**config.mk**
```make
export PLATFORM = sky130hd
export DESIGN_NAME = tcd_top
export DESIGN_NICKNAME = d
export VERILOG_FILES = /design/src/rtl/tcd_pkg.sv /design/src/rtl/tcd_top.sv
export SDC_FILE = /design/constraint.sdc
export NUM_CORES = 1
export LEC_CHECK = 0
export ABC_AREA = 1
export BUFFER_PORTS_ARGS = -buffer_cell sky130_fd_sc_hd__buf_2
export CELL_PAD_IN_SITES_DETAIL_PLACEMENT = 0
export CELL_PAD_IN_SITES_GLOBAL_PLACEMENT = 1
export CORE_UTILIZATION = 40
export DETAILED_ROUTE_END_ITERATION = 12
export GPL_TIMING_DRIVEN = 0
export PLACE_DENSITY = 0.67
export SLEW_MARGIN = 20
export SYNTH_ARGS = -nofsm -noshare
export SYNTH_HDL_FRONTEND = slang
export SYNTH_SLANG_ARGS = --single-unit
```
**constraint.sdc**
```tcl
create_clock -name ref_clk -period 19.42 [get_ports ref_clk]
set_clock_uncertainty 0.15 [all_clocks]
set_input_delay 3.884 -clock ref_clk [delete_from_list [all_inputs] [get_ports ref_clk]]
set_output_delay 3.884 -clock ref_clk [all_outputs]
set_load 0.02 [all_outputs]
```
**src/rtl/tcd_pkg.sv**
```systemverilog
package tcd_pkg;
  // Clock and millisecond pacing
  localparam int CLK_PERIOD_NS = 40;
  localparam int MS_PERIOD_NS = 1000000;
  localparam int MS_CYCLES = MS_PERIOD_NS / CLK_PERIOD_NS;
  localparam int QUEUE_DEPTH = 8;
  localparam int START_WAIT = 3;
  // Boundary counters
  localparam logic [9:0] MS_LAST = 10'h3E7;
  localparam logic [4:0] CNT21_LAST = 5'h14;
  localparam logic [6:0] CNT100_LAST = 7'h63;
  localparam logic [1:0] ALIVE_SECS = 2'h2;
  // Telecommand layout
  localparam logic [11:0] TC_PREFIX = 12'hC00;
  localparam logic [3:0] Z_Q0 = 4'h0;
  localparam logic [3:0] Z_Q1 = 4'h2;
  localparam logic [3:0] Z_Q2 = 4'h4;
  localparam logic [3:0] Z_Q3 = 4'h6;
  localparam logic [3:0] Z_ALL = 4'h8;
  localparam logic [3:0] Z_HWCFG = 4'hA;
  localparam logic [7:0] HW_PROC_RESET = 8'h00;
  localparam logic [7:0] HW_PROC_RELEASE = 8'h01;
  localparam logic [7:0] HW_QCMD_ON = 8'h20;
  localparam logic [7:0] HW_QCMD_OFF = 8'h21;
  localparam logic [7:0] HW_ECC_ON = 8'h30;
  localparam logic [7:0] HW_ECC_OFF = 8'h31;
  localparam logic [7:0] HW_WDOG_ON = 8'h40;
  localparam logic [7:0] HW_WDOG_OFF = 8'h41;
  // Quadrant command words
  localparam logic [15:0] QC_INIT = 16'h00F0;
  localparam logic [15:0] QC_RST_REL = 16'h00F1;
  localparam logic [15:0] QC_DET_EVENT = 16'h00F2;
  localparam logic [15:0] QC_FEB_EVENT = 16'h00F3;
  localparam logic [15:0] QC_HV_ON = 16'h00F4;
  // Status input fields
  localparam int WDC_MSB = 13;
  localparam int WDC_LSB = 9;
  // Values after power-on
  localparam logic CMD_EN_RST = 1'b1;
  localparam logic ECC_EN_RST = 1'b1;
  localparam logic WDOG_EN_RST = 1'b1;
  // Register map
  localparam int ADDR_W = 8;
  localparam logic [7:0] A_TIME_SEC = 8'h00;
  localparam logic [7:0] A_TIME_MS = 8'h04;
  localparam logic [7:0] A_CFG = 8'h08;
  localparam logic [7:0] A_STATUS = 8'h0C;
  localparam logic [7:0] A_HK = 8'h10;
  localparam logic [7:0] A_QSTAT0 = 8'h14;
  localparam logic [7:0] A_QSTAT1 = 8'h18;
  localparam logic [7:0] A_QSTAT2 = 8'h1C;
  localparam logic [7:0] A_QSTAT3 = 8'h20;
  localparam logic [1:0] RESP_OKAY = 2'h0;
  localparam logic [1:0] RESP_SLVERR = 2'h2;
  // Sequencer states
  typedef enum logic [1:0] {
    ST_START = 2'h0,
    ST_IDLE = 2'h1,
    ST_INIT1 = 2'h3,
    ST_INIT2 = 2'h2
  } tcd_state_t;
endpackage

```
**src/rtl/tcd_top.sv**
```systemverilog
// The register offsets and the AXI4-Lite slave port are this design's own decisions.
`timescale 1ns/1ps
// Summary of operation
// - Millisecond counter runs 0 to 999, wraps.
// - 32-bit seconds count advances on each wrap.
// - Detect 21 ms, 1 s, 100 s boundaries.
// - Tick logic raises a flag per boundary.
// - Sense arrivals per ms, decode at second.
// - Upper word 0xC00Z selects quadrant or all.
// - Forward low word, update quadrant status words.
// - Queue command word with its quadrant map.
// - Send one queued command per millisecond tick.
// - Forward and update only for alive quadrants.
// - Alive after two data seconds, dead after one.
// - Init: reset release, detector event, front end.
// - Drop high-voltage-on while radiation zone set.
// - Commanding disabled blocks forwarding and status updates.
// - 0xC00A 00YY is hardware configuration, listed YY.
// - Nonzero restart count restores saved state.
// - Save status variables every second, not cleared.
// - Power-on clears telemetry and status storage.
// - Watchdog restart keeps telemetry and quadrant status.
// - Restart count sits in status bits 13:9.
// - Code 0020 enables quadrant commanding, 0021 disables.
module tcd_top import tcd_pkg::*; #(
  parameter int MS_CYC = MS_CYCLES,
  parameter int QDEPTH = QUEUE_DEPTH
) (
  // Clock and reset
  input wire logic ref_clk,
  input wire logic rstn,
  // Telecommand pins from the bus management unit
  input wire logic tc_strobe,
  input wire logic [31:0] tc_word,
  // Status word and radiation zone pins
  input wire logic [15:0] status_word,
  input wire logic radiation_zone,
  // Quadrant link
  input wire logic [3:0] q_data_seen,
  output logic [3:0] q_cmd_stb,
  output logic [15:0] q_cmd_word,
  output logic sec_cmd_stb,
  // Timebase
  output logic ms_tick,
  output logic flag_21ms,
  output logic flag_sec,
  output logic flag_100s,
  output logic [31:0] sys_time,
  // Hardware configuration
  output logic quad_cmd_en,
  output logic ecc_en,
  output logic wdog_en,
  output logic proc_hold,
  // AXI4-Lite slave
  input wire logic [ADDR_W-1:0] s_axi_awaddr,
  input wire logic s_axi_awvalid,
  output logic s_axi_awready,
  input wire logic [31:0] s_axi_wdata,
  input wire logic [3:0] s_axi_wstrb,
  input wire logic s_axi_wvalid,
  output logic s_axi_wready,
  output logic [1:0] s_axi_bresp,
  output logic s_axi_bvalid,
  input wire logic s_axi_bready,
  input wire logic [ADDR_W-1:0] s_axi_araddr,
  input wire logic s_axi_arvalid,
  output logic s_axi_arready,
  output logic [31:0] s_axi_rdata,
  output logic [1:0] s_axi_rresp,
  output logic s_axi_rvalid,
  input wire logic s_axi_rready
);
  localparam int DIVW = $clog2(MS_CYC);
  localparam int PW = $clog2(QDEPTH);

  typedef struct packed {
    logic tc_s1, tc_s2, tc_s3;
    logic [31:0] tw_s1, tw_s2;
    logic [15:0] sw_s1, sw_s2;
    logic rz_s1, rz_s2;
    logic [3:0] qd_s1, qd_s2;
    logic [DIVW-1:0] div;
    logic [9:0] ms;
    logic [4:0] c21;
    logic [6:0] c100;
    logic [31:0] sec;
    logic ms_tick, f21, fsec, f100, sec_stb;
    logic arrived, pend;
    logic [31:0] arr_word, held;
    tcd_state_t st;
    logic [1:0] start_cnt;
    logic wd_restart;
    logic cmd_en, ecc_en, wdog_en, proc_hold;
    logic [3:0] alive, seen, init_map;
    logic [3:0][1:0] streak;
    logic [3:0][15:0] q_stat;
    logic [15:0] hk;
    logic ovf;
    logic [QDEPTH-1:0][19:0] q_mem;
    logic [PW-1:0] wp, rp;
    logic [PW:0] cnt;
    logic [3:0] q_stb;
    logic [15:0] q_word;
    logic awready, wready, bvalid, arready, rvalid, aw_got, w_got;
    logic [ADDR_W-1:0] awaddr;
    logic [31:0] wdata, rdata;
    logic [3:0] wstrb;
    logic [1:0] bresp, rresp;
  } tcd_regs_t;

  // Kept across a watchdog restart, so it has no reset
  typedef struct packed {
    logic cmd_en, ecc_en, wdog_en, proc_hold;
    logic [3:0] alive;
    logic [3:0][1:0] streak;
    logic [3:0][15:0] q_stat;
    logic [15:0] hk;
  } tcd_keep_t;

  tcd_regs_t r_r, r_nxt;
  tcd_keep_t keep_r;
  logic rs_meta_r, rst_n_r;
  logic ms_evt, sec_evt, push, push_ok, pop, full, save_en;
  logic [19:0] push_ent;
  logic [3:0] zmap, fmap;
  logic [15:0] lo;

  function automatic logic mapped(input logic [ADDR_W-1:0] a);
    mapped = (a == A_TIME_SEC) || (a == A_TIME_MS) || (a == A_CFG) || (a == A_STATUS) || (a == A_HK) ||
             (a == A_QSTAT0) || (a == A_QSTAT1) || (a == A_QSTAT2) || (a == A_QSTAT3);
  endfunction

  // Reset release through two flops; assertion stays asynchronous
  always_ff @(posedge ref_clk or negedge rstn) begin
    if (!rstn) begin
      rs_meta_r <= 1'b0;
      rst_n_r <= 1'b0;
    end else begin
      rs_meta_r <= 1'b1;
      rst_n_r <= rs_meta_r;
    end
  end

  always_comb begin
    r_nxt = r_r;
    push = 1'b0;
    push_ent = 20'h0_0000;
    zmap = 4'h0;
    fmap = 4'h0;
    lo = r_r.held[15:0];
    full = (r_r.cnt == (PW+1)'(QDEPTH));
    // Pin synchronisers, two flops before any logic
    r_nxt.tc_s1 = tc_strobe;
    r_nxt.tc_s2 = r_r.tc_s1;
    r_nxt.tc_s3 = r_r.tc_s2;
    r_nxt.tw_s1 = tc_word;
    r_nxt.tw_s2 = r_r.tw_s1;
    r_nxt.sw_s1 = status_word;
    r_nxt.sw_s2 = r_r.sw_s1;
    r_nxt.rz_s1 = radiation_zone;
    r_nxt.rz_s2 = r_r.rz_s1;
    r_nxt.qd_s1 = q_data_seen;
    r_nxt.qd_s2 = r_r.qd_s1;

    // Millisecond divider and boundary counters
    ms_evt = (r_r.div == DIVW'(MS_CYC - 1));
    sec_evt = ms_evt && (r_r.ms == MS_LAST);
    r_nxt.div = ms_evt ? '0 : r_r.div + 1'b1;
    r_nxt.ms_tick = ms_evt;
    r_nxt.fsec = sec_evt;
    r_nxt.f21 = 1'b0;
    r_nxt.f100 = 1'b0;
    if (ms_evt) begin
      r_nxt.ms = (r_r.ms == MS_LAST) ? 10'h000 : r_r.ms + 10'h001;
      r_nxt.c21 = (r_r.c21 == CNT21_LAST) ? 5'h00 : r_r.c21 + 5'h01;
      r_nxt.f21 = (r_r.c21 == CNT21_LAST);
    end
    if (sec_evt) begin
      r_nxt.sec = r_r.sec + 32'h0000_0001;
      r_nxt.c100 = (r_r.c100 == CNT100_LAST) ? 7'h00 : r_r.c100 + 7'h01;
      r_nxt.f100 = (r_r.c100 == CNT100_LAST);
    end
    r_nxt.sec_stb = sec_evt && (r_r.st != ST_START);

    // AXI write before decode, so a telecommand in the same cycle wins
    if (s_axi_awvalid && r_r.awready) begin
      r_nxt.aw_got = 1'b1;
      r_nxt.awaddr = s_axi_awaddr;
    end
    if (s_axi_wvalid && r_r.wready) begin
      r_nxt.w_got = 1'b1;
      r_nxt.wdata = s_axi_wdata;
      r_nxt.wstrb = s_axi_wstrb;
    end
    if (r_r.bvalid && s_axi_bready) begin
      r_nxt.bvalid = 1'b0;
    end
    if (r_r.aw_got && r_r.w_got && !r_r.bvalid) begin
      r_nxt.aw_got = 1'b0;
      r_nxt.w_got = 1'b0;
      r_nxt.bvalid = 1'b1;
      r_nxt.bresp = mapped(r_r.awaddr) ? RESP_OKAY : RESP_SLVERR;
      if (r_r.awaddr == A_CFG && r_r.wstrb[0]) begin
        r_nxt.cmd_en = r_r.wdata[0];
        r_nxt.ecc_en = r_r.wdata[1];
        r_nxt.wdog_en = r_r.wdata[2];
        r_nxt.proc_hold = r_r.wdata[3];
      end
    end
    r_nxt.awready = !r_nxt.aw_got && !r_nxt.bvalid;
    r_nxt.wready = !r_nxt.w_got && !r_nxt.bvalid;

    // AXI read, answered one cycle after the address is taken
    if (r_r.rvalid && s_axi_rready) begin
      r_nxt.rvalid = 1'b0;
    end
    if (s_axi_arvalid && r_r.arready) begin
      r_nxt.rvalid = 1'b1;
      r_nxt.rresp = mapped(s_axi_araddr) ? RESP_OKAY : RESP_SLVERR;
      case (s_axi_araddr)
        A_TIME_SEC: r_nxt.rdata = r_r.sec;
        A_TIME_MS: r_nxt.rdata = {22'h00_0000, r_r.ms};
        A_CFG: r_nxt.rdata = {28'h000_0000, r_r.proc_hold, r_r.wdog_en, r_r.ecc_en, r_r.cmd_en};
        A_STATUS: r_nxt.rdata = {16'h0000, 8'(r_r.cnt), r_r.rz_s2, r_r.wd_restart, r_r.ovf, r_r.pend, r_r.alive};
        A_HK: r_nxt.rdata = {16'h0000, r_r.hk};
        A_QSTAT0: r_nxt.rdata = {16'h0000, r_r.q_stat[0]};
        A_QSTAT1: r_nxt.rdata = {16'h0000, r_r.q_stat[1]};
        A_QSTAT2: r_nxt.rdata = {16'h0000, r_r.q_stat[2]};
        A_QSTAT3: r_nxt.rdata = {16'h0000, r_r.q_stat[3]};
        default: r_nxt.rdata = 32'h0000_0000;
      endcase
    end
    r_nxt.arready = !r_nxt.rvalid;

    // Sequencer: startup, decode at the second, init commands
    case (r_r.st)
      ST_START: begin
        r_nxt.start_cnt = r_r.start_cnt + 2'h1;
        if (r_r.start_cnt == 2'(START_WAIT)) begin
          r_nxt.st = ST_IDLE;
          r_nxt.wd_restart = (r_r.sw_s2[WDC_MSB:WDC_LSB] != 5'h00);
          if (r_r.sw_s2[WDC_MSB:WDC_LSB] != 5'h00) begin
            // Watchdog restart: saved flags, telemetry and status words come back
            r_nxt.cmd_en = keep_r.cmd_en;
            r_nxt.ecc_en = keep_r.ecc_en;
            r_nxt.wdog_en = keep_r.wdog_en;
            r_nxt.proc_hold = keep_r.proc_hold;
            r_nxt.alive = keep_r.alive;
            r_nxt.streak = keep_r.streak;
            r_nxt.q_stat = keep_r.q_stat;
            r_nxt.hk = keep_r.hk;
          end
        end
      end
      ST_IDLE: begin
        if (sec_evt && r_r.pend) begin
          r_nxt.pend = 1'b0;
          if (r_r.held[31:20] == TC_PREFIX) begin
            case (r_r.held[19:16])
              Z_Q0: zmap = 4'h1;
              Z_Q1: zmap = 4'h2;
              Z_Q2: zmap = 4'h4;
              Z_Q3: zmap = 4'h8;
              Z_ALL: zmap = 4'hF;
              default: zmap = 4'h0;
            endcase
            fmap = zmap & r_r.alive;
            if (r_r.held[19:16] == Z_HWCFG && lo[15:8] == 8'h00) begin
              case (lo[7:0])
                HW_PROC_RESET: r_nxt.proc_hold = 1'b1;
                HW_PROC_RELEASE: r_nxt.proc_hold = 1'b0;
                HW_QCMD_ON: r_nxt.cmd_en = 1'b1;
                HW_QCMD_OFF: r_nxt.cmd_en = 1'b0;
                HW_ECC_ON: r_nxt.ecc_en = 1'b1;
                HW_ECC_OFF: r_nxt.ecc_en = 1'b0;
                HW_WDOG_ON: r_nxt.wdog_en = 1'b1;
                HW_WDOG_OFF: r_nxt.wdog_en = 1'b0;
                default: r_nxt.proc_hold = r_r.proc_hold;
              endcase
            end else if (r_r.cmd_en && fmap != 4'h0 && !(lo == QC_HV_ON && r_r.rz_s2)) begin
              push = 1'b1;
              push_ent = {fmap, (lo == QC_INIT) ? QC_RST_REL : lo};
              for (int i = 0; i < 4; i++) begin
                if (fmap[i]) begin
                  r_nxt.q_stat[i] = lo;
                end
              end
              if (lo == QC_INIT) begin
                r_nxt.init_map = fmap;
                r_nxt.st = ST_INIT1;
              end
            end
          end
        end
      end
      ST_INIT1: begin
        if (!full) begin
          push = 1'b1;
          push_ent = {r_r.init_map, QC_DET_EVENT};
          r_nxt.st = ST_INIT2;
        end
      end
      ST_INIT2: begin
        if (!full) begin
          push = 1'b1;
          push_ent = {r_r.init_map, QC_FEB_EVENT};
          r_nxt.st = ST_IDLE;
        end
      end
      default: r_nxt.st = ST_START;
    endcase

    // Arrival is sensed at each tick; a new one overwrites the held word
    if (ms_evt && r_r.arrived) begin
      r_nxt.held = r_r.arr_word;
      r_nxt.pend = 1'b1;
      r_nxt.arrived = 1'b0;
    end
    if (r_r.tc_s2 && !r_r.tc_s3) begin
      r_nxt.arrived = 1'b1;
      r_nxt.arr_word = r_r.tw_s2;
    end

    // Command queue: a decode push into a full queue is dropped and flagged; init pushes wait for space
    push_ok = push && !full;
    pop = ms_evt && (r_r.cnt != '0);
    if (push_ok) begin
      r_nxt.q_mem[r_r.wp] = push_ent;
      r_nxt.wp = r_r.wp + 1'b1;
    end else if (push) begin
      r_nxt.ovf = 1'b1;
    end
    r_nxt.q_stb = 4'h0;
    if (pop) begin
      r_nxt.q_word = r_r.q_mem[r_r.rp][15:0];
      r_nxt.q_stb = r_r.q_mem[r_r.rp][19:16];
      r_nxt.rp = r_r.rp + 1'b1;
    end
    r_nxt.cnt = r_r.cnt + (PW+1)'(push_ok) - (PW+1)'(pop);

    // Quadrant liveness judged once per second from seen data
    r_nxt.seen = r_r.seen | r_r.qd_s2;
    if (sec_evt) begin
      r_nxt.seen = 4'h0;
      for (int i = 0; i < 4; i++) begin
        if (r_r.seen[i] || r_r.qd_s2[i]) begin
          r_nxt.streak[i] = (r_r.streak[i] == ALIVE_SECS) ? ALIVE_SECS : r_r.streak[i] + 2'h1;
          r_nxt.alive[i] = (r_r.streak[i] + 2'h1 >= ALIVE_SECS);
        end else begin
          r_nxt.streak[i] = 2'h0;
          r_nxt.alive[i] = 1'b0;
        end
        if (r_nxt.alive[i] != r_r.alive[i]) begin
          r_nxt.hk[15:8] = r_nxt.hk[15:8] + 8'h01;
        end
      end
      r_nxt.hk[3:0] = r_nxt.alive;
    end
  end

  // Power-on clears telemetry, status words and the rest, but sets cmd_en, ecc_en and wdog_en
  always_ff @(posedge ref_clk or negedge rst_n_r) begin
    if (!rst_n_r) begin
      r_r <= '0;
      r_r.st <= ST_START;
      r_r.cmd_en <= CMD_EN_RST;
      r_r.ecc_en <= ECC_EN_RST;
      r_r.wdog_en <= WDOG_EN_RST;
    end else begin
      r_r <= r_nxt;
    end
  end

  // Saved copy refreshed each second; no reset so it survives a restart
  assign save_en = sec_evt && (r_r.st != ST_START);
  always_ff @(posedge ref_clk) begin
    if (save_en) begin
      keep_r <= {r_r.cmd_en, r_r.ecc_en, r_r.wdog_en, r_r.proc_hold, r_r.alive, r_r.streak, r_r.q_stat, r_r.hk};
    end
  end

  // Outputs straight from flops
  assign q_cmd_stb = r_r.q_stb;
  assign q_cmd_word = r_r.q_word;
  assign sec_cmd_stb = r_r.sec_stb;
  assign ms_tick = r_r.ms_tick;
  assign flag_21ms = r_r.f21;
  assign flag_sec = r_r.fsec;
  assign flag_100s = r_r.f100;
  assign sys_time = r_r.sec;
  assign quad_cmd_en = r_r.cmd_en;
  assign ecc_en = r_r.ecc_en;
  assign wdog_en = r_r.wdog_en;
  assign proc_hold = r_r.proc_hold;
  assign s_axi_awready = r_r.awready;
  assign s_axi_wready = r_r.wready;
  assign s_axi_bresp = r_r.bresp;
  assign s_axi_bvalid = r_r.bvalid;
  assign s_axi_arready = r_r.arready;
  assign s_axi_rdata = r_r.rdata;
  assign s_axi_rresp = r_r.rresp;
  assign s_axi_rvalid = r_r.rvalid;
endmodule

```
**After elaboration in Yosys (flattened, before gate mapping)**

Cells that the tools add are included.

- Flip-flop bits (word level): 699
- Input bits: 113
- Output and inout port bits: 102
- Logic and storage cells: 366

- $add $sub $neg: 18
- Magnitude comparators: 7
- Equal/unequal tests: 62
- Multiplexer cells: 106
- Bitwise gates (word level): 4
- Reduce and logical (&&, ||, !) cells: 80

Operators with widths:

| kind | count |
|---|---|
| 32-bit case mux with 9 select lines | 1 |
| 64-bit two-way mux | 4 |
| 20-bit two-way mux | 9 |
| 88-bit two-way mux | 2 |
| 160-bit bitwise mux | 1 |
| 64-bit case mux with 2 select lines | 1 |
| 8-bit two-way mux | 13 |
| 16-bit two-way mux | 6 |
| 8-bit by 5-bit == test with 1-bit output, second input constant | 8 |
| 20-bit binary-select mux with 3-bit select | 1 |
| 20-bit demux with 3-bit select | 1 |
| 20-bit case mux with 3 select lines | 1 |
| 8-bit by 6-bit == test with 1-bit output, second input constant | 6 |
| 2-bit two-way mux | 20 |
| 4-bit two-way mux | 10 |
| 8-bit AND reduction | 5 |
| 32-bit by 1-bit adder with 32-bit output, second input constant | 1 |
| 8-bit by 1-bit adder with 8-bit output, second input constant | 4 |
| 16-bit by 8-bit == test with 1-bit output, second input constant | 2 |
| 8-bit by 4-bit == test with 1-bit output, second input constant | 4 |
| 8-bit zero test | 4 |
| 2-bit != test, second input constant | 13 |
| 1-bit two-way mux | 24 |
| 1-bit logical AND | 22 |
| other kinds (50) | 114 |

**Depth between registers and ports, before layout**

Gate-level depths: netlist of run 1.

- Depth in word-level cells: 17
- Gate-level depth with buffers: 27
- Mapped depth without buffers: 27

**Least setup slack after synthesis of run 1**

Ideal clock, no wire load.

- Path type: register -> register
- From: reg r_r[512] in the netlist's numbering
- To: reg keep_r[0] in the netlist's numbering (enable)
- Setup time: 0.553 ns
- Arrival time: 5.258 ns
- Required time: 18.717 ns
- Setup slack: 13.459 ns
- Stages on the path, launching flop included: 8
- Buffers on the path: 0
- Clock period less this slack: 5.961 ns
- Cells stage by stage: dfrtp_1 ha_1 nand3_2 nor3_4 nand2_4 nor2_8 inv_1 nor2_1

RTL lines:

| element | RTL line | source |
|---|---|---|
| from (decl) | tcd_top.sv:120 | `tcd_regs_t r_r, r_nxt;` |
| from (signal assigned) | tcd_top.sv:370 | `r_r <= r_nxt;` |
| to (signal assigned) | tcd_top.sv:378 | `keep_r <= {r_r.cmd_en, r_r.ecc_en, r_r.wdog_en, r_r.proc_hold, r_r.alive, r_r.streak, r_r.q_stat, r_r.hk};` |
| to (decl) | tcd_top.sv:121 | `tcd_keep_t keep_r;` |

**Worst setup path in the final report of run 1**

- From: in s_axi_araddr[7]
- To: reg r_r, in the netlist s_axi_rdata[11]

- Word-level cells in the longest chain between the ends: 2

Ends and longest elaborated chain:

| element | RTL line | source |
|---|---|---|
| from (decl) | tcd_top.sv:65 | `input wire logic [ADDR_W-1:0] s_axi_araddr,` |
| 8-bit by 6-bit == test with 1-bit output, or another cell as far along | tcd_top.sv:220 | `case (s_axi_araddr)` |
| 32-bit case mux with 9 select lines * | tcd_top.sv:220 |  |

Every way passes the cells marked *; elsewhere a longest branch is shown, timed or not.
A chain may end at the register's enable or synchronous reset.

==> results.toml, run 1 <==
[run_status]
status = "complete, but fails checks"
violations = "DRC"

[sta]
setup_ws_ps = 12900
max_freq_ghz = 0.153
period_needed_ps = 6520
final_hold_viol_count = 0
slew_violations = 0
whs_ps = 190
setup_viol = 0
timing.final.crit_share = 0.336
rsz0062_at_grt = "false"
relSlewSlack = 0.384
worst_slew_pin_slew_ps = 920

[route]
drt_iter0_markers = 1816
drt_drc_violations_left = 1
first_pass_iters = 9
wl_per_cell_um = 19.8
viasPerCell = 5.21
wirelength_um = 87700
drtAntennaViolNets = 0
via_count = 23046

[pwr]
intPower_mw = 2.47
combPwrFrac = 0.047
swShare = 0.228
switchingPower_mw = 0.729
leakage_nw = 15.5
power_density_nw_per_um2 = 91.5
ir_drop_uv = 63.6
clockPowerShare = 0.478
seq_power_share = 0.475

[layout]
diodes = 0
nets = 3534
finalInstanceArea_sq_um = 35000
seqCellArea_sq_um = 17500
drive_gt1_frac = 0.158
multi_input_area_sq_um = 9870
nFillCells = 6967
finish.utilization = 0.477
area_delta_synth_final_pct = 17.2

[clocking]
clock_latency_ps = 630
clock_sinks = 679
cts_root_buf = "clkbuf_16"
cts_buffers = 77
post_cts_resized = 0
cts_tree = "yes"
cts_buffer_depth = 3
cts_setup_buffers = 0
h-tree-depth = 3
path_clk_slew_ps = 60
cts_hold_buf = 0

[worst_setup_path]
worstPathArrival_ps = 6920
crit_fanout = 10
critPathLaunchType = "input port"
path_class = "in2reg"
worstPathRequired_ps = 19810
crit_start = "s_axi_araddr[7]"
r2r-start = "r_r[512]"
endpoint_kind = "register"

[placed_design]
gp_congestion = 0.869
hpwl_um = 63900
post_dp_cell_area_sq_um = 32300
port_buffers = 170
post-place-ws_ps = 12370

[synthesis]
synth_warnings = 0
yosys.area.top_type_share = 0.487
syn_area_per_cell_sq_um = 9.52
yosysSeqAreaShare = 0.586
netlist_instances = 3132
syn-cell-area_sq_um = 29800
synth-edff-count = 96
synth-seq-cells = 679
synth-async-reset-ratio = 0.859
synth_largest_area_cell = "dfrtp_1"
synth.area.top_cells = "dfrtp_1 (49%), edfxtp_1 (9.7%), nand2_1 (8.5%)"
synth_flop_cell = "dfrtp_1"
synth_cell_types = 64

[global_routing]
grt_pass1_wl_um = 136000
grt_usage = 0.236
antenna_found_initial = 1
overflow = 0
grt_max_degree = 62
grt_pass1_vias = 23029

[flow_run]
cap_violations = 0

[floorplan]
die_w_um = 275
core_region_area_sq_um = 73300
rows = 99
initial_utilization = 0.407
dieArea_sq_um = 75600
die_y_um = 275
io_pins = 215

[min_path]
hold_start = "r_nxt[547]"
hold_class = "reg2reg"
[registers in the layout (all words and copies together), names as in the netlist, 4 cells and up]
name	count
keep_r	96
r_nxt	44
s_axi_rdata	32
lo	16
q_cmd_stb	4
r_r	421
sys_time	32
q_cmd_word	16
[metal layers]
metal,track usage,up-vias,share of wire
li1,-,10827,-
met1,0.332,11481,0.45
met2,0.379,614,0.47
met3,0.0365,124,0.054
met4,0.0634,0,0.022
met5,0,-,0
[layout make-up]
cell class	count	area share
clock buffer	111	0.0655
sequential	679	0.500
buffer	207	0.0366
clock inverter	33	0.0113
tap	959	0.0343
timing repair buffer	186	0.0352
inverter	321	0.0346
multi-input combinational	1926	0.282
[metrics by stage]
| step | setup TNS (ps) | total power, mW | std cells |
|---|---|---|---|
| 6_report | 0 | 3.20 | 4422 |
| 5_1_grt | 0 | 3.31 | 4422 |
| 4_1_cts | 0 | 3.23 | 4422 |
| 3_5_place_dp | 0 | 1.70 | 4278 |
| 3_3_place_gp | -2949280 | 1.69 | 4262 |
| 2_1_floorplan | 0 | 1.64 | 3133 |
[worst paths after layout]
path,to,slack [ps],cells past startpoint
worst max-delay path,s_axi_rdata[11],12900,12
worst min-delay path,r_r[547],190,0
worst max register to register,r_r[109],15330,13
worst min register to register,r_r[547],190,0
max in group asynchronous,rst_n_r,16120,1
min in group asynchronous,r_r[78],250,0
[power by group through the flow]
stage               registers, mW  clock network [mW]  logic, mW
floorplan                    1.56                   0     0.0770
global placement             1.57                   0      0.121
detailed placement           1.55                   0      0.154
CTS                          1.52                1.56      0.155
global route                 1.52                1.62      0.174
finish                       1.52                1.53      0.152
[synth_stat cells, types with 9 or more instances]
library cell and instances:
a21o_1 10, ha_1 22, a31oi_1 9, o21ai_1 122, o21ai_2 9, nor2_1 221, xnor2_1 10, a21oi_1 64
edfxtp_1 96, nor2_4 10, nor3_1 40, nand4_1 24, mux2_2 45, inv_1 302, nand3_1 112, buf_6 22
o211ai_1 14, a211oi_1 12, clkbuf_1 79, a221oi_1 24, inv_2 13, xor2_1 40, buf_4 88, nor4_1 16
o31ai_1 13, dfrtp_1 580, nand2_1 679, buf_1 12, o22ai_1 34, o21ai_0 327
[layout by cell type (no fill, tap or decap), types with 22 or more instances in the layout]
cell type / instances
a21oi_1: 64
a221oi_1: 24
buf_2: 177
buf_4: 88
buf_6: 22
clkbuf_1: 93
clkbuf_16: 80
dfrtp_1: 579
edfxtp_1: 96
ha_1: 22
inv_1: 302
mux2_2: 45
nand2_1: 679
nand3_1: 112
nand4_1: 24
nor2_1: 220
nor3_1: 40
o21ai_0: 327
o21ai_1: 122
o22ai_1: 34
xor2_1: 40
[kinds of logic after synthesis]
group / after synthesis / synth area share
adders and majority gates: 23 / 0.00990
and+or+nand+nor: 1137 / 0.162
DFF: 679 / 0.586
xor gates and xnor gates: 50 / 0.0147
muxes: 48 / 0.0180
buffers and inverters: 528 / 0.0835
AOI/OAI and AO/OA: 665 / 0.126
other: 2 / 0.000252
[worst max-delay path, stage by stage]
cell and delay (ps):
buf_2 100, nor2_1 170, inv_1 90, nor3_1 680, inv_1 130, nor2_1 600, inv_1 320, clkbuf_1 350
o22ai_1 200, a21oi_1 90, a21oi_1 190, a21o_1 110
Note: power is estimated with default switching activity, not from simulation.
==> run 2: changes to the inputs <==
--- a/config.mk
+++ b/config.mk
@@ -12,7 +12,7 @@
 export CORE_UTILIZATION = 40
 export DETAILED_ROUTE_END_ITERATION = 12
 export GPL_TIMING_DRIVEN = 0
-export PLACE_DENSITY = 0.67
+export PLACE_DENSITY = 0.7
 export SLEW_MARGIN = 20
 export SYNTH_ARGS = -nofsm -noshare
 export SYNTH_HDL_FRONTEND = slang
==> constraint.sdc (replaced) <==
create_clock -name ref_clk -period 5.65 [get_ports ref_clk]
set_clock_uncertainty 0.15 [all_clocks]
set_input_delay 1.13 -clock ref_clk [delete_from_list [all_inputs] [get_ports ref_clk]]
set_output_delay 1.13 -clock ref_clk [all_outputs]
set_load 0.02 [all_outputs]
==> run 2 against run 1 <==
- sequential power grew to 3.4 times the previous value
- utilization hardly changed
- global-route usage hardly changed
- non-clock buffer count is 1 higher
- worst hold slack worse by 86 ps
- setup slack worse by 11000 ps
- critical endpoint is now sys_time[28]
- the run still ends with DRC left
- die area stayed put
- cell count hardly changed
- first-iteration DRC count is 0.72% higher
==> results.toml, run 2 (same netlist as run 1, synthesis figures left out) <==
[run_status]
status = "complete, but fails checks"
violations = "DRC"

[worst_setup_path]
path_class = "reg2reg"
critPathLaunchType = "register"
r2r_cells = 12
endpoint_kind = "register"
worstPathArrival_ps = 4470
crit_fanout = 10
worstPathRequired_ps = 6000

[pwr]
power_density_nw_per_um2 = 314
leakage_nw = 15.5
totalPowerFinal_mw = 11.0
ir_drop_uv = 267

[floorplan]
die_w_um = 275
die_y_um = 275
rows = 99
dieArea_sq_um = 75600
initial_utilization = 0.407
io_pins = 215
core_region_area_sq_um = 73300

[clocking]
cts_buffers = 78
h-tree-depth = 3
clock_sinks = 679
cts_tree = "yes"
cts_buffer_depth = 3
path_clk_slew_ps = 60
cts_hold_buf = 0
cts_root_buf = "clkbuf_16"
cts_setup_buffers = 0
clock_latency_ps = 630
post_cts_resized = 0

[sta]
rsz0062_at_grt = "false"
setup_ws_ps = 1540
period_needed_ps = 4110
timing.final.crit_share = 0.728
max_freq_ghz = 0.243
relSlewSlack = 0.222
final_hold_viol_count = 0
slew_violations = 0
worst_slew_pin_slew_ps = 1160
setup_viol = 0

[layout]
nets = 3536
drive_gt1_frac = 0.157
finalInstanceArea_sq_um = 35000
layout_commonest_cell = "nand2_1"
multi_input_area_sq_um = 9870
finish.utilization = 0.477
largest_reg_flops = 421
nFillCells = 6954
largest-register = "r_r"
seqCellArea_sq_um = 17500
final_cell_mix = "nand2_1 (679), dfrtp_1 (579), o21ai_0 (327), inv_1 (302), nor2_1 (220)"
area_delta_synth_final_pct = 17.3

[min_path]
hold_class = "reg2async"

[placed_design]
post-place-ws_ps = 1020
gp_congestion = 0.888
post_dp_cell_area_sq_um = 32300
hpwl_um = 63700
port_buffers = 170

[route]
viasPerCell = 5.23
wirelength_um = 88400
drt_iter0_markers = 1829
drt_drc_violations_left = 1
via_count = 23127
drtAntennaViolNets = 0
wl_per_cell_um = 20.0
first_pass_iters = 10

[global_routing]
overflow = 0
grt_pass1_vias = 23071
antenna_found_initial = 1
grt_pass1_wl_um = 136000
grt_max_degree = 61
grt_usage = 0.236

[flow_run]
cap_violations = 0
## run 2: cell types whose count changed in the layout (fill, tap and decap cells not counted)
cell,change
clkbuf_16,+2
buf_16,+2
diode_2,+1
clkinvlp_4,+2
buf_12,-1
buf_2,-1
clkinv_1,+6
bufinv_16,+1
clkbuf_8,-10
inv_6,-1
clkinv_4,+2
buf_4,+1
## run 2: worst max-delay path, cell delays in order, from the launching register on
cell and delay, ps:
dfrtp_1 370, ha_1 280, nand4_1 110, nor4_1 190
and2_1 160, clkbuf_1 440, nand2_1 420, clkbuf_1 440
inv_1 490, nand4_1 260, nor3_1 360, nand4_1 150
xor2_1 170
## run 2: power breakdown
group | internal, mW | switching, mW
Clock | 3.16 | 2.08
Combinational | 0.179 | 0.350
Sequential | 5.12 | 0.0987
## run 2: path summary, 6_finish.rpt
| path | startpoint | to | slack, ps |
|---|---|---|---|
| min in group ref_clk | r_nxt[528] | r_r[528] | 190 |
| min | rst_n_r | r_nxt[579] | 100 |
| max reg2reg | r_r[512] | sys_time[28] | 1540 |
| max | r_r[512] | sys_time[28] | 1540 |
| min reg2reg | rst_n_r | r_nxt[579] | 100 |
| max in group asynchronous | rst_n_r | r_nxt[548] | 3780 |
## run 2: stage by stage
stage               std cells   TNS, ps  hold slack (ps)
detailed placement       4279         0              115
finish                   4426         0              105
global route             4426         0              109
CTS                      4425         0             90.0
global placement         4262  -1414930              182
floorplan                3133    -90610              181
## run 2: metal layers
layer,vias to the layer above,track usage,share of wire
met4,0,0.0868,0.034
met3,170,0.0418,0.061
met2,719,0.381,0.47
li1,10828,-,-
met1,11410,0.319,0.43
met5,-,0,0
## run 2: cell type report
| type | count | share of cell area |
|---|---|---|
| Multi-Input combinational cell | 1926 | 0.282 |
| Tap cell | 959 | 0.0343 |
| Timing Repair Buffer | 187 | 0.0363 |
| Antenna cell | 1 | 0.0000715 |
| Clock buffer | 103 | 0.0629 |
| Inverter | 321 | 0.0346 |
| Sequential cell | 679 | 0.500 |
| Clock inverter | 43 | 0.0135 |
| Buffer | 207 | 0.0366 |
==> run 3: changes to the inputs <==
--- a/config.mk
+++ b/config.mk
@@ -5,14 +5,14 @@
 export SDC_FILE = /design/constraint.sdc
 export NUM_CORES = 1
 export LEC_CHECK = 0
-export ABC_AREA = 1
+export ABC_AREA = 0
 export BUFFER_PORTS_ARGS = -buffer_cell sky130_fd_sc_hd__buf_2
 export CELL_PAD_IN_SITES_DETAIL_PLACEMENT = 0
 export CELL_PAD_IN_SITES_GLOBAL_PLACEMENT = 1
 export CORE_UTILIZATION = 40
 export DETAILED_ROUTE_END_ITERATION = 12
 export GPL_TIMING_DRIVEN = 0
-export PLACE_DENSITY = 0.7
+export PLACE_DENSITY = 0.68
 export SLEW_MARGIN = 20
 export SYNTH_ARGS = -nofsm -noshare
 export SYNTH_HDL_FRONTEND = slang
==> constraint.sdc (replaced) <==
create_clock -name ref_clk -period 3.5 [get_ports ref_clk]
set_clock_uncertainty 0.15 [all_clocks]
set_input_delay 0.7 -clock ref_clk [delete_from_list [all_inputs] [get_ports ref_clk]]
set_output_delay 0.7 -clock ref_clk [all_outputs]
set_load 0.02 [all_outputs]
==> run 3 against run 2 <==
- the run ends with setup timing left
- cell area down 0.70%
- setup slack worse by 1900 ps
- sequential power up 62%
- utilization up 1.9 points
- wire length down 14%
- total power up 56%
==> results.toml, run 3 <==
[run_status]
status = "complete, but fails checks"
violations = "setup timing"

[floorplan]
die_w_um = 268
rows = 97
io_pins = 215
core_region_area_sq_um = 70000
die_y_um = 268
initial_utilization = 0.404
dieArea_sq_um = 71800

[clocking]
h-tree-depth = 3
path_clk_slew_ps = 60
cts_root_buf = "clkbuf_16"
cts_tree = "yes"
clock_latency_ps = 610
cts_buffers = 76
clock_sinks = 679
cts_buffer_depth = 3

[sta]
slew_violations = 0
max_freq_ghz = 0.262
setup_ws_ps = -314
rsz0062_at_grt = "true"
worst_slew_pin_slew_ps = 1210
final_hold_viol_count = 0
period_needed_ps = 3810
setup_tns_ps = -1860
relSlewSlack = 0.189
timing.final.crit_share = 1.09
setup_viol = 56

[worst_setup_path]
worstPathArrival_ps = 4130
endpoint_kind = "register"
slowest_stage = "or3b_4"
path_cells = "ha_4 > or3b_4 > a22oi_2 > a21oi_2 > or2_4 > ha_4 > nand2_4 > or3_4 > a211oi_4 > nand2_1 > or3_4 > a211oi_4 > xnor2_1 > mux2i_1"
worstPathRequired_ps = 3820
path_buf_inv = 0
critPathTopFamily = "simple AND/OR/NAND/NOR gates"
crit_fanout = 4
cp_slowest_stage_delay_ps = 410
critPathLaunchType = "register"
path_class = "reg2reg"

[route]
wl_per_cell_um = 20.3
drtAntennaViolNets = 0
drt_iter0_markers = 1763
drt_drc_violations_left = 0
viasPerCell = 5.30
wirelength_um = 75700
via_count = 19731
first_pass_iters = 6

[layout]
nets = 2862
seqCellArea_sq_um = 17500
largest-register = "r_r"
largest_reg_flops = 421
area_delta_synth_final_pct = 22.8
finish.utilization = 0.496
nFillCells = 6216
diodes = 0
layout_commonest_cell = "dfrtp_1"
drive_gt1_frac = 0.269
final_cell_mix = "dfrtp_1 (575), nand2_1 (336), o21ai_0 (230), buf_2 (173), a21oi_1 (139)"
multi_input_area_sq_um = 10300

[synthesis]
yosysSeqAreaShare = 0.618
ys_top_cells_by_count = "dfrtp_1 (580), nand2_1 (341), o21ai_0 (232), a21oi_1 (156), nor2_1 (144)"
syn-cell-area_sq_um = 28300
netlist_instances = 2405
synth_top_family_by_area = "compound AO/OA/AOI/OAI gates"
synth-seq-cells = 679
synth_largest_area_cell = "dfrtp_1"
synth_warnings = 0
synth-async-reset-ratio = 0.859
synthMuxAreaShare = 0.0800
synth_compound_area_frac = 0.112
synth_cell_types = 78
yosysMostFrequentCell = "dfrtp_1"
syn_area_per_cell_sq_um = 11.8
synth-edff-count = 96
synth.area.top_cells = "dfrtp_1 (51%), edfxtp_1 (10%), nand2_1 (4.5%)"
synth_flop_cell = "dfrtp_1"
yosys.area.top_type_share = 0.513
synth-xor-area-share = 0.0282
yosys.area_share.adder = 0.0104
synthSimpleGateAreaFrac = 0.107

[pwr]
power_density_nw_per_um2 = 492
ir_drop_uv = 332
leakage_nw = 14.7

[placed_design]
post-place-ws_ps = -1160
port_buffers = 170
gp_congestion = 0.839
hpwl_um = 53600

[global_routing]
grt_usage = 0.212
grt_max_degree = 60
antenna_found_initial = 0
grt_pass1_vias = 19735
overflow = 0
grt_pass1_wl_um = 117000

[min_path]
hold_class = "in2reg"

[flow_run]
cap_violations = 0
[run 3: path summary, 6_finish.rpt]
kind	start	end	slack, ps	cells after the start
worst min-delay path	tc_word[19]	r_nxt[588]	40	1
worst max-delay path	r_r[384]	r_r[292]	-310	14
max in group asynchronous	rst_n_r	r_r[209]	1250	4
min in group asynchronous	rst_n_r	r_r[40]	250	0
worst max register to register	r_r[384]	r_r[292]	-310	14
worst min register to register	r_nxt[529]	r_r[529]	190	0
[run 3: metal layers]
layer | track usage | share of wire | vias up
met3 | 0.0326 | 0.050 | 111
met1 | 0.287 | 0.43 | 9956
met5 | 0 | 0 | -
met4 | 0.0731 | 0.030 | 0
li1 | - | - | 9083
met2 | 0.347 | 0.49 | 581
[run 3: kinds of logic (layout without fill, tap and decap cells)]
kind of cell	after synthesis	after routing
AO/OA/AOI/OAI	545	545
flip-flops	679	679
other	2	3
XOR/XNOR	88	88
adder cells (fa/ha/maj)	23	23
buffers and inverters	234	610
AND/OR/NAND/NOR	669	669
multiplexers	165	165
[run 3: timing repair]
action,in CTS,in global routing
resized for setup,108,184
gates cloned,0,10
hold endpoints to repair,2,0
pin swaps,28,20
buffers inserted,31,17
setup endpoints to repair,351,260
hold buffers,1,0
[run 3: power breakdown]
| group | switching [mW] | internal, mW |
|---|---|---|
| Sequential | 0.182 | 8.26 |
| Combinational | 0.433 | 0.355 |
| Clock | 3.23 | 4.64 |
| Total | 3.84 | 13.3 |
[run 3: through the flow]
| step | instance area, sq um | hold WS, ps | cells | total power, mW |
|---|---|---|---|---|
| finish | 34700 | 38.2 | 3722 | 17.1 |
| global placement | 30500 | 183 | 3516 | 9.28 |
| CTS | 33900 | 8.90 | 3696 | 17.3 |
| detailed placement | 30900 | 185 | 3532 | 9.36 |
| floorplan | 28400 | 181 | 2406 | 9.04 |
| global route | 34700 | 13.9 | 3722 | 17.8 |
[run 3: cell type report]
| cell class | instances | share of cell area |
|---|---|---|
| multi-input combinational | 1493 | 0.296 |
| clock buffer | 110 | 0.0649 |
| clock inverter | 24 | 0.00627 |
| inverter | 30 | 0.00331 |
| timing repair buffer | 245 | 0.0510 |
| buffer | 201 | 0.0417 |
| sequential | 679 | 0.503 |
| tap | 940 | 0.0339 |
[run 3: worst reg2reg max path: stages, from the launching register on]
cell and delay [ps]:
dfrtp_1 400, ha_4 150, or3b_4 410, a22oi_2 320, a21oi_2 110, or2_4 280
ha_4 270, nand2_4 40, or3_4 350, a211oi_4 230, nand2_1 110, or3_4 400
a211oi_4 250, xnor2_1 140, mux2i_1 90
